==> src/hdl/fps_cfg.svh <==
// Purpose: constants of the flash program/erase host controller
// Assumes: 250 MHz clk; times in ns
// Notes:   register offsets, field positions, flash command codes, strobe timing
`ifndef FPS_CFG_SVH
`define FPS_CFG_SVH

// ----------------------------------------------------------------------------
// own registers (byte offsets)
// ----------------------------------------------------------------------------
`define FPS_REG_CTRL       8'h00
`define FPS_REG_ADDR       8'h04
`define FPS_REG_WDATA      8'h08
`define FPS_REG_COUNT      8'h0c
`define FPS_REG_STAT       8'h10
`define FPS_REG_RDATA      8'h14

// ----------------------------------------------------------------------------
// field positions
// ----------------------------------------------------------------------------
`define FPS_CTRL_BYTE      8
`define FPS_CTRL_WP_HIGH   9
`define FPS_CTRL_RP_HIGH   10
`define FPS_STAT_BUSY      16
`define FPS_STAT_REFUSED   17
`define FPS_STAT_STS       18
`define FPS_STAT_ARGERR    19
`define FPS_SR_READY       7
`define FPS_SR_ESUSP       6
`define FPS_SR_EERR        5
`define FPS_SR_WERR        4
`define FPS_XSR_BUFAVL     7

// ----------------------------------------------------------------------------
// reset values
// ----------------------------------------------------------------------------
`define FPS_RST_BYTE       1'b0
`define FPS_RST_WP_HIGH    1'b0
`define FPS_RST_RP_HIGH    1'b0

// ----------------------------------------------------------------------------
// flash command codes and buffer count limits
// ----------------------------------------------------------------------------
`define FPS_CMD_CHIP_SETUP 8'h30
`define FPS_CMD_CONFIRM    8'hd0
`define FPS_CMD_WRITE      8'h40
`define FPS_CMD_WRITE_ALT  8'h10
`define FPS_CMD_BUF_SETUP  8'he8
`define FPS_CMD_SUSPEND    8'hb0
`define FPS_CMD_RESUME     8'hd0
`define FPS_CMD_CLR_STAT   8'h50
`define FPS_CMD_RD_STAT    8'h70
`define FPS_CMD_RD_ARRAY   8'hff
`define FPS_CNT_MAX_BYTE   5'h1f
`define FPS_CNT_MAX_WORD   5'h0f

// ----------------------------------------------------------------------------
// strobe timing
// ----------------------------------------------------------------------------
`define FPS_CLK_NS         4
`define FPS_T_WP_NS        50
`define FPS_T_WPH_NS       20
`define FPS_T_RD_NS        100
`define FPS_WP_CYC   ((`FPS_T_WP_NS + `FPS_CLK_NS - 1) / `FPS_CLK_NS)
`define FPS_WPH_CYC  ((`FPS_T_WPH_NS + `FPS_CLK_NS - 1) / `FPS_CLK_NS)
`define FPS_RD_CYC   ((`FPS_T_RD_NS + `FPS_CLK_NS - 1) / `FPS_CLK_NS)

`endif

==> src/hdl/fps_pkg.sv <==
// Purpose: types of the flash program/erase host controller
// Assumes: one-hot state codes
// Notes:   constants live in fps_cfg.svh
package fps_pkg;

  typedef enum logic [3:0] {
    ST_IDLE   = 4'b0001,
    ST_DECIDE = 4'b0010,
    ST_WLOW   = 4'b0100,
    ST_RWAIT  = 4'b1000
  } fps_state_t;

  typedef enum logic [9:0] {
    PH_C1   = 10'b0000000001,
    PH_C2   = 10'b0000000010,
    PH_XSR  = 10'b0000000100,
    PH_XCHK = 10'b0000001000,
    PH_CNT  = 10'b0000010000,
    PH_DAT  = 10'b0000100000,
    PH_CONF = 10'b0001000000,
    PH_POLL = 10'b0010000000,
    PH_PCHK = 10'b0100000000,
    PH_DONE = 10'b1000000000
  } fps_phase_t;

  typedef enum logic [3:0] {
    OP_NONE   = 4'h0,
    OP_CHIP   = 4'h1,
    OP_WORD   = 4'h2,
    OP_BUF    = 4'h3,
    OP_SUSP   = 4'h4,
    OP_RESUME = 4'h5,
    OP_CLEAR  = 4'h6,
    OP_RDSTAT = 4'h7,
    OP_RDARR  = 4'h8
  } fps_op_t;

endpackage

==> src/hdl/fps_host.sv <==
// Purpose: host controller that sequences flash erase/write commands over its pins
// Assumes: apb slave with zero wait states; flash pins sampled through 3 flops
// Notes:   one command at a time; each command but clear, resume and the two reads ends when status is seen ready
`timescale 1ns/10ps
`include "fps_cfg.svh"

module fps_host #(
  parameter int AW        = 21,
  parameter int DW        = 16,
  parameter int BUF_DEPTH = 32
) (
  input  wire logic          clk,
  input  wire logic          arst_n,
  input  wire logic          psel,
  input  wire logic          penable,
  input  wire logic          pwrite,
  input  wire logic [7:0]    paddr,
  input  wire logic [31:0]   pwdata,
  output logic      [31:0]   prdata,
  output logic               pready,
  output logic               pslverr,
  output logic      [AW-1:0] f_addr,
  input  wire logic [DW-1:0] f_dq_i,
  output logic      [DW-1:0] f_dq_o,
  output logic               f_dq_oe,
  output logic               f_ce_n,
  output logic               f_oe_n,
  output logic               f_we_n,
  output logic               f_wp_n,
  output logic               f_byte_n,
  output logic               f_rp_n,
  input  wire logic          f_sts
);

  localparam int BIW = $clog2(BUF_DEPTH) + 1;

  // ----------------------------------------------------------------------------
  // state
  // ----------------------------------------------------------------------------
  fps_pkg::fps_state_t state,    next_state;
  fps_pkg::fps_phase_t phase,    next_phase;
  fps_pkg::fps_op_t    op,       next_op;
  logic [7:0]          tmr,      next_tmr;
  logic [BIW-1:0]      idx,      next_idx;
  logic [BIW-1:0]      widx,     next_widx;
  logic [AW-1:0]       addr_r,   next_addr_r;
  logic [4:0]          count_r,  next_count_r;
  logic                byte_md,  next_byte_md;
  logic                wp_high,  next_wp_high;
  logic                rp_high,  next_rp_high;
  logic [7:0]          fstat,    next_fstat;
  logic [7:0]          fxsr,     next_fxsr;
  logic [DW-1:0]       rdata_r,  next_rdata_r;
  logic                refused,  next_refused;
  logic                arg_err,  next_arg_err;
  logic                chip_run, next_chip_run;
  logic [31:0]         next_prdata;
  logic [AW-1:0]       next_f_addr;
  logic [DW-1:0]       next_f_dq_o;
  logic                next_f_dq_oe;
  logic                next_f_ce_n;
  logic                next_f_oe_n;
  logic                next_f_we_n;
  logic [DW-1:0]       dq_s1, dq_s2, dq_s3;
  logic                sts_s1, sts_s2, sts_s3;
  logic [DW-1:0]       buf_mem [BUF_DEPTH];
  logic                buf_we;
  logic                acc_wr, acc_set, hit, busy;
  fps_pkg::fps_op_t    req_op;
  logic [7:0]          first_cmd;

  // apb decode; every slave answers at once
  assign acc_wr  = psel & penable & pwrite;
  assign acc_set = psel & ~penable;
  assign hit     = (paddr == `FPS_REG_CTRL) | (paddr == `FPS_REG_ADDR) |
                   (paddr == `FPS_REG_WDATA) | (paddr == `FPS_REG_COUNT) |
                   (paddr == `FPS_REG_STAT) | (paddr == `FPS_REG_RDATA);
  assign pready  = 1'b1;
  assign pslverr = psel & penable & ~hit;
  assign busy    = (state != fps_pkg::ST_IDLE);
  assign req_op  = fps_pkg::fps_op_t'(pwdata[3:0]);
  assign f_wp_n   = wp_high;
  assign f_byte_n = ~byte_md;
  assign f_rp_n   = rp_high;

  // first command byte of each operation
  always_comb begin
    unique case (op)
      fps_pkg::OP_CHIP:   first_cmd = `FPS_CMD_CHIP_SETUP;
      fps_pkg::OP_WORD:   first_cmd = `FPS_CMD_WRITE;
      fps_pkg::OP_BUF:    first_cmd = `FPS_CMD_BUF_SETUP;
      fps_pkg::OP_SUSP:   first_cmd = `FPS_CMD_SUSPEND;
      fps_pkg::OP_RESUME: first_cmd = `FPS_CMD_RESUME;
      fps_pkg::OP_CLEAR:  first_cmd = `FPS_CMD_CLR_STAT;
      fps_pkg::OP_RDSTAT: first_cmd = `FPS_CMD_RD_STAT;
      default:            first_cmd = `FPS_CMD_RD_ARRAY;
    endcase
  end

  // ----------------------------------------------------------------------------
  // next-state logic: registers and flash sequencer
  // ----------------------------------------------------------------------------
  always_comb begin
    next_state    = state;
    next_phase    = phase;
    next_op       = op;
    next_tmr      = tmr;
    next_idx      = idx;
    next_widx     = widx;
    next_addr_r   = addr_r;
    next_count_r  = count_r;
    next_byte_md  = byte_md;
    next_wp_high  = wp_high;
    next_rp_high  = rp_high;
    next_fstat    = fstat;
    next_fxsr     = fxsr;
    next_rdata_r  = rdata_r;
    next_refused  = refused;
    next_arg_err  = arg_err;
    next_chip_run = chip_run;
    next_prdata   = prdata;
    next_f_addr   = f_addr;
    next_f_dq_o   = f_dq_o;
    next_f_dq_oe  = f_dq_oe;
    next_f_ce_n   = f_ce_n;
    next_f_oe_n   = f_oe_n;
    next_f_we_n   = f_we_n;
    buf_we        = 1'b0;

    // register read data, prepared in the setup cycle
    if (acc_set) begin
      unique case (paddr)
        `FPS_REG_CTRL:  next_prdata = {21'h0, rp_high, wp_high, byte_md, 4'h0, op};
        `FPS_REG_ADDR:  next_prdata = 32'(addr_r);
        `FPS_REG_COUNT: next_prdata = {27'h0, count_r};
        `FPS_REG_STAT:  next_prdata = {12'h0, arg_err, sts_s3, refused, busy,
                                       fxsr, fstat};
        `FPS_REG_RDATA: next_prdata = 32'(rdata_r);
        default:        next_prdata = 32'h0;
      endcase
    end

    // register writes
    if (acc_wr) begin
      unique case (paddr)
        `FPS_REG_ADDR:  next_addr_r = pwdata[AW-1:0];
        `FPS_REG_COUNT: begin
          next_count_r = pwdata[4:0];
          next_widx    = '0;
        end
        `FPS_REG_WDATA: begin
          if (widx < BIW'(BUF_DEPTH)) begin
            buf_we    = 1'b1;
            next_widx = widx + 1'b1;
          end
        end
        `FPS_REG_CTRL: begin
          next_byte_md = pwdata[`FPS_CTRL_BYTE];
          next_wp_high = pwdata[`FPS_CTRL_WP_HIGH];
          next_rp_high = pwdata[`FPS_CTRL_RP_HIGH];
          if (req_op != fps_pkg::OP_NONE) begin
            next_refused = 1'b0;
            next_arg_err = 1'b0;
            if (busy || req_op > fps_pkg::OP_RDARR) begin
              next_refused = 1'b1;
            end else if (req_op == fps_pkg::OP_BUF &&
                         (fstat[`FPS_SR_WERR] | fstat[`FPS_SR_EERR])) begin
              next_refused = 1'b1;
            end else if (req_op == fps_pkg::OP_BUF && !byte_md &&
                         count_r > `FPS_CNT_MAX_WORD) begin
              next_arg_err = 1'b1;
            end else if (req_op == fps_pkg::OP_SUSP && chip_run) begin
              next_refused = 1'b1;
            end else if (req_op == fps_pkg::OP_CHIP && fstat[`FPS_SR_ESUSP]) begin
              next_refused = 1'b1;
            end else begin
              next_op       = req_op;
              next_phase    = fps_pkg::PH_C1;
              next_idx      = '0;
              next_state    = fps_pkg::ST_DECIDE;
              next_chip_run = (req_op == fps_pkg::OP_CHIP);
            end
          end
        end
        default: ;
      endcase
    end

    // flash sequencer
    unique case (state)
      fps_pkg::ST_IDLE: ;
      fps_pkg::ST_DECIDE: begin
        next_f_addr = addr_r;
        next_f_dq_o = DW'(first_cmd);
        next_tmr    = 8'(`FPS_WP_CYC - 1);
        next_state  = fps_pkg::ST_WLOW;
        unique case (phase)
          fps_pkg::PH_C1: begin
            unique case (op)
              fps_pkg::OP_CHIP, fps_pkg::OP_WORD: next_phase = fps_pkg::PH_C2;
              fps_pkg::OP_BUF:                    next_phase = fps_pkg::PH_XSR;
              fps_pkg::OP_SUSP:                   next_phase = fps_pkg::PH_POLL;
              fps_pkg::OP_RDSTAT, fps_pkg::OP_RDARR: next_phase = fps_pkg::PH_POLL;
              default:                            next_phase = fps_pkg::PH_DONE;
            endcase
          end
          fps_pkg::PH_C2: begin
            next_f_dq_o = (op == fps_pkg::OP_CHIP) ? DW'(`FPS_CMD_CONFIRM)
                                                   : buf_mem[0];
            next_phase  = fps_pkg::PH_POLL;
          end
          fps_pkg::PH_CNT: begin
            next_f_dq_o = DW'(count_r);
            next_phase  = fps_pkg::PH_DAT;
          end
          fps_pkg::PH_DAT: begin
            next_f_addr = addr_r + AW'(idx);
            next_f_dq_o = buf_mem[idx[BIW-2:0]];
            next_idx    = idx + 1'b1;
            if (idx == {1'b0, count_r}) begin
              next_phase = fps_pkg::PH_CONF;
            end
          end
          fps_pkg::PH_CONF: begin
            next_f_dq_o = DW'(`FPS_CMD_CONFIRM);
            next_phase  = fps_pkg::PH_POLL;
          end
          fps_pkg::PH_XCHK: begin
            next_state = fps_pkg::ST_DECIDE;
            next_phase = fxsr[`FPS_XSR_BUFAVL] ? fps_pkg::PH_CNT
                                               : fps_pkg::PH_C1;
          end
          fps_pkg::PH_PCHK: begin
            next_state = fps_pkg::ST_DECIDE;
            next_phase = fstat[`FPS_SR_READY] ? fps_pkg::PH_DONE
                                              : fps_pkg::PH_POLL;
          end
          fps_pkg::PH_DONE: begin
            next_state    = fps_pkg::ST_IDLE;
            next_chip_run = 1'b0;
          end
          default: begin
            // status or array read cycle
            next_tmr   = 8'(`FPS_RD_CYC - 1);
            next_state = fps_pkg::ST_RWAIT;
            next_f_oe_n = 1'b0;
            next_phase = (phase == fps_pkg::PH_XSR) ? fps_pkg::PH_XCHK :
                         (phase == fps_pkg::PH_POLL && op != fps_pkg::OP_RDSTAT &&
                          op != fps_pkg::OP_RDARR) ? fps_pkg::PH_PCHK
                                                   : fps_pkg::PH_DONE;
          end
        endcase
        next_f_ce_n = (next_state != fps_pkg::ST_WLOW) && (next_state != fps_pkg::ST_RWAIT);
        next_f_we_n = ~(next_state == fps_pkg::ST_WLOW);
        next_f_dq_oe = (next_state == fps_pkg::ST_WLOW);
      end
      fps_pkg::ST_WLOW: begin
        // strobe low, then high; device latches on the rising edge
        if (tmr != 8'h00) begin
          next_tmr = tmr - 1'b1;
        end else if (!f_we_n) begin
          next_f_we_n = 1'b1;
          next_tmr    = 8'(`FPS_WPH_CYC - 1);
        end else begin
          next_f_dq_oe = 1'b0;
          next_f_ce_n  = 1'b1;
          next_state   = fps_pkg::ST_DECIDE;
        end
      end
      fps_pkg::ST_RWAIT: begin
        // take read data once two sampled copies agree
        if (tmr != 8'h00) begin
          next_tmr = tmr - 1'b1;
        end else if (dq_s2 == dq_s3) begin
          next_rdata_r = dq_s3;
          if (phase == fps_pkg::PH_XCHK) begin
            next_fxsr = dq_s3[7:0];
          end else if (op != fps_pkg::OP_RDARR) begin
            next_fstat = dq_s3[7:0];
          end
          next_f_oe_n = 1'b1;
          next_f_ce_n = 1'b1;
          next_state  = fps_pkg::ST_DECIDE;
        end
      end
    endcase
  end

  // ----------------------------------------------------------------------------
  // registers
  // ----------------------------------------------------------------------------
  always_ff @(posedge clk or negedge arst_n) begin
    if (!arst_n) begin
      state    <= fps_pkg::ST_IDLE;
      phase    <= fps_pkg::PH_DONE;
      op       <= fps_pkg::OP_NONE;
      tmr      <= 8'h00;
      idx      <= '0;
      widx     <= '0;
      addr_r   <= '0;
      count_r  <= 5'h00;
      byte_md  <= `FPS_RST_BYTE;
      wp_high  <= `FPS_RST_WP_HIGH;
      rp_high  <= `FPS_RST_RP_HIGH;
      fstat    <= 8'h00;
      fxsr     <= 8'h00;
      rdata_r  <= '0;
      refused  <= 1'b0;
      arg_err  <= 1'b0;
      chip_run <= 1'b0;
      prdata   <= 32'h0;
      f_addr   <= '0;
      f_dq_o   <= '0;
      f_dq_oe  <= 1'b0;
      f_ce_n   <= 1'b1;
      f_oe_n   <= 1'b1;
      f_we_n   <= 1'b1;
      dq_s1    <= '0;
      dq_s2    <= '0;
      dq_s3    <= '0;
      sts_s1   <= 1'b0;
      sts_s2   <= 1'b0;
      sts_s3   <= 1'b0;
    end else begin
      state    <= next_state;
      phase    <= next_phase;
      op       <= next_op;
      tmr      <= next_tmr;
      idx      <= next_idx;
      widx     <= next_widx;
      addr_r   <= next_addr_r;
      count_r  <= next_count_r;
      byte_md  <= next_byte_md;
      wp_high  <= next_wp_high;
      rp_high  <= next_rp_high;
      fstat    <= next_fstat;
      fxsr     <= next_fxsr;
      rdata_r  <= next_rdata_r;
      refused  <= next_refused;
      arg_err  <= next_arg_err;
      chip_run <= next_chip_run;
      prdata   <= next_prdata;
      f_addr   <= next_f_addr;
      f_dq_o   <= next_f_dq_o;
      f_dq_oe  <= next_f_dq_oe;
      f_ce_n   <= next_f_ce_n;
      f_oe_n   <= next_f_oe_n;
      f_we_n   <= next_f_we_n;
      dq_s1    <= f_dq_i;
      dq_s2    <= dq_s1;
      dq_s3    <= dq_s2;
      sts_s1   <= f_sts;
      sts_s2   <= sts_s1;
      sts_s3   <= sts_s2;
    end
  end

  // buffer for buffered-write data, filled through the data register
  always_ff @(posedge clk) begin
    if (buf_we) begin
      buf_mem[widx[BIW-2:0]] <= pwdata[DW-1:0];
    end
  end

endmodule

==> config.mk <==
export PLATFORM = sky130hd
export DESIGN_NAME = fps_host
export DESIGN_NICKNAME = d
export VERILOG_FILES = /design/src/hdl/fps_pkg.sv /design/src/hdl/fps_host.sv
export VERILOG_INCLUDE_DIRS = /design/src /design/src/hdl
export SDC_FILE = /design/constraint.sdc
export NUM_CORES = 1
export LEC_CHECK = 0
export ABC_AREA = 1
export BUFFER_PORTS_ARGS = -buffer_cell sky130_fd_sc_hd__buf_4
export CORE_AREA = 3 3 258 260
export DETAILED_ROUTE_END_ITERATION = 6
export DIE_AREA = 0 0 261 263
export GPL_ROUTABILITY_DRIVEN = 0
export HOLD_SLACK_MARGIN = 0.06
export PLACE_DENSITY = 0.76
export SETUP_SLACK_MARGIN = 0.1
export SLEW_MARGIN = 30
export SYNTH_ARGS = -nofsm -noshare
export SYNTH_HDL_FRONTEND = slang
export SYNTH_SLANG_ARGS = --single-unit
==> constraint.sdc <==
create_clock -name clk -period 2.55 [get_ports clk]
set_input_delay 0.1275 -clock clk [delete_from_list [all_inputs] [get_ports clk]]
set_output_delay 0.1275 -clock clk [all_outputs]
set_load 0.05 [all_outputs]
==> impl_metrics.csv <==
group,metric,value,unit
status,status,"finished clean",
critical_path,end_kind,"register",
clock_network,cts_root_buf,"clkbuf_16",
final_layout,drive_gt1_share,12.0,%
sta,fin_skew,26.5,ps
sta,max_slew_margin,46.5,%
logic_synthesis,avgSynthCellArea,9.95,um2
global_route,antenna_found_initial,0,
sta,tightest_slew,798,ps
critical_path,r2r_start,"idx[0]",
final_layout,fin_cells,4316,
floorplanning,die_w,261,um
floorplanning,coreArea,0.0643,mm2
sta,slew_viol_final,0,
logic_synthesis,synth-seq-cells,727,
final_layout,finish.utilization,57.6,%
flow_run,cap_violations,0,
critical_path,cp_data_required_time,3090,ps
logic_synthesis,ys.flop_type,"edfxtp_1",
logic_synthesis,synth_edf_count,512,
global_route,grt.overflow.total,0,
critical_path,critPathKind,"reg -> reg",
sta,finalSetupViolCount,0,
logic_synthesis,async_flop_share,29.6,%
critical_path,arrival,2890,ps
critical_path,crit_chain,"inv_6, buf_4, nand2_1, nand2_1, nand2_1, nand3_1, nand3_1, nand2_1, nand3_1, nand2_1, nand2_1, nand2_1",
placed_design,port-buffer-count,116,
logic_synthesis,mappedNetlistArea,0.0321,mm2
clock_network,tritoncts,"done",
logic_synthesis,synth_common_cells,"nand2_1 (984), edfxtp_1 (512), nand3_1 (379), inv_1 (314), nor2_1 (258)",
clock_network,htree_levels,3,
clock_network,numCtsBuffers,73,
routing,routed_wl,85300,um
sta,finalSetupTns,0,ps
routing,top_layer_used,"met4",
routing,viasPerCell,5.48,
critical_path,crit_slowest_cell,"dfrtp_4",
critical_path,r2r_end,"f_dq_o[5]",
floorplanning,num_rows,93,
global_route,grt_max_degree,95,
final_layout,finalNetCount,3485,
critical_path,r2r_cells,12,
floorplanning,start_util,49.9,%
global_route,first_global_vias,23100,
critical_path,r2r_setup_slack,200,ps
logic_synthesis,synth_area_leader_cell,"edfxtp_1",
logic_synthesis,synth.distinct_cells,52,
power,power.total,23900,uW
routing,drc,0,
power,cellPowerDensity,644,mW/mm2
routing,dr_wl_met3,7920,um
logic_synthesis,ys_seq_area_share,64.7,%
placed_design,dpl_cell_area,0.0343,mm2
routing,route.met2.wl,41100,um
placed_design,placedCellCount,4147,
logic_synthesis,synth_top_area_share,47.9,%
sta,max_freq,0.426,GHz
logic_synthesis,yosysWarnings,0,
global_route,grt_usage,24.8,%
critical_path,slowest_delay,570,ps
sta,fin_crit_sh,92.2,%
clock_network,cts.path.max_buffers,3,
sta,period_needed,2350,ps
sta,hold_viol,0,
clock_network,clk_pin_slew,60,ps
routing,first_pass_iters,6,
final_layout,num_antenna_cells,0,
clock_network,cts_setup_buffers,0,
routing,vias,23700,
power,p_leak,0.0160,uW
routing,drt-met1-wl,32400,um
routing,post_drt_wl_per_cell,19.8,um
routing,antenna_left,0,
floorplanning,dieArea,0.0686,mm2
global_route,grt_pass1_wl,131000,um
floorplanning,die_h,263,um
clock_network,cts_sinks,727,
final_layout,postLayoutCellArea,0.0371,mm2
logic_synthesis,synth_area_leaders,"edfxtp_1 (48%), dfrtp_1 (16%), nand2_1 (12%), nand3_1 (5.9%), inv_1 (3.7%)",
placed_design,hpwl,52100,um
sta,rsz0062_at_grt,"true",
power,vdd_drop_max,0.000570,V
critical_path,critPathMaxFanout,55,
logic_synthesis,synthCells,3228,
routing,drt-initial-drc-count,2456,
final_layout,n_fill_cell,5113,
logic_synthesis,yosys.cell_count.top_type,"nand2_1",
final_layout,syn2layout_area_growth,15.4,%
clock_network,insertion_delay,620,ps
critical_path,critPathLaunchType,"register",
critical_path,cp_common_cell,"nand2_1",
floorplanning,io_pins,140,
min_path,hp-class,"in -> async",
worst max-delay path by stage:
stage / cells past startpoint / start / end
after global placement: 11 / idx[0] / f_addr[20]
after floorplan: 13 / idx[1] / f_addr[20]
after detailed placement: 11 / idx[0] / f_addr[20]
final: 12 / idx[0] / f_dq_o[5]
after global routing: 11 / idx[0] / f_addr[20]
after CTS: 11 / idx[0] / f_addr[20]
cells by family after synthesis:
kind of cell             after synthesis  synth area share (%)
other                                  2                0.0234
AND/OR/NAND/NOR                     1692                  22.3
adder cells (fa/ha/maj)               13                 0.530
flip-flops                           727                  64.7
multiplexers                           4                 0.148
XOR/XNOR                              28                 0.764
AO/OA/AOI/OAI                        276                  4.86
buffers and inverters                486                  6.69
repair_timing:
item / in CTS / in global routing
hold endpoints to repair: 667 / 0
hold buffers: 43 / 0
resized for setup: 0 / 4
setup endpoints to repair: 0 / 9
registers in the layout (all words and copies together), names as in the netlist, 8 cells and up, named ones only:
name,count
phase,10
f_addr,21
dq_s3,16
dq_s2,16
tmr,8
buf_mem,512
fxsr,8
dq_s1,16
rdata_r,16
addr_r,21
fstat,8
prdata,21
f_dq_o,16
report_power, final:
part | internal, uW | switching [uW]
combinational | 165 | 454
sequential | 12700 | 45.2
clock | 6000 | 4480
total | 18900 | 4980
metal layers:
metal / up-vias / track usage [%]
li1: 11000 / -
met1: 11300 / 32.5
met2: 1186 / 40.6
met3: 197 / 4.18
met4: 0 / 11.2
met5: - / 0
layout by cell type, fill, tap and decap left out, drive strengths merged, types with 4 or more instances in the layout:
cell type    count
xor2            25
o22ai           26
buf            199
a21oi           88
nand2          998
bufinv           5
dfrtp          210
a22oi            4
edfxtp         512
nand4           10
clkinv          28
o21ai          144
clkbuf          92
dfstp            5
ha              12
dlygate4sd3     43
inv            342
nor3            18
conb            12
nand3          383
nor2           280
layout make-up:
class                   count  area, um2  share of cell area [%]
clock inverters            34        334                   0.901
repair buffers            242       2390                    6.44
flip-flops and latches    727      20800                    56.0
well taps                 855       1070                    2.89
multi-input cells        2025       9250                    24.9
clock buffers              92       1970                    5.31
inverters                 341       1290                    3.48
critical path, delay by kind of cell, from the launching register on:
| family | cells | cell delay [ps] |
|---|---|---|
| flops | 1 | 570 |
| simple gates | 10 | 950 |
| buf+inv | 2 | 710 |
per-stage QoR:
| stage | setup slack (ps) | hold WS [ps] |
|---|---|---|
| 2_1_floorplan | 274 | -168 |
| 3_3_place_gp | 207 | 145 |
| 3_5_place_dp | 184 | 151 |
| 4_1_cts | 158 | 66.6 |
| 5_1_grt | 86.0 | 107 |
| 6_report | 200 | 60.1 |
(Power assumes the default switching activity.)
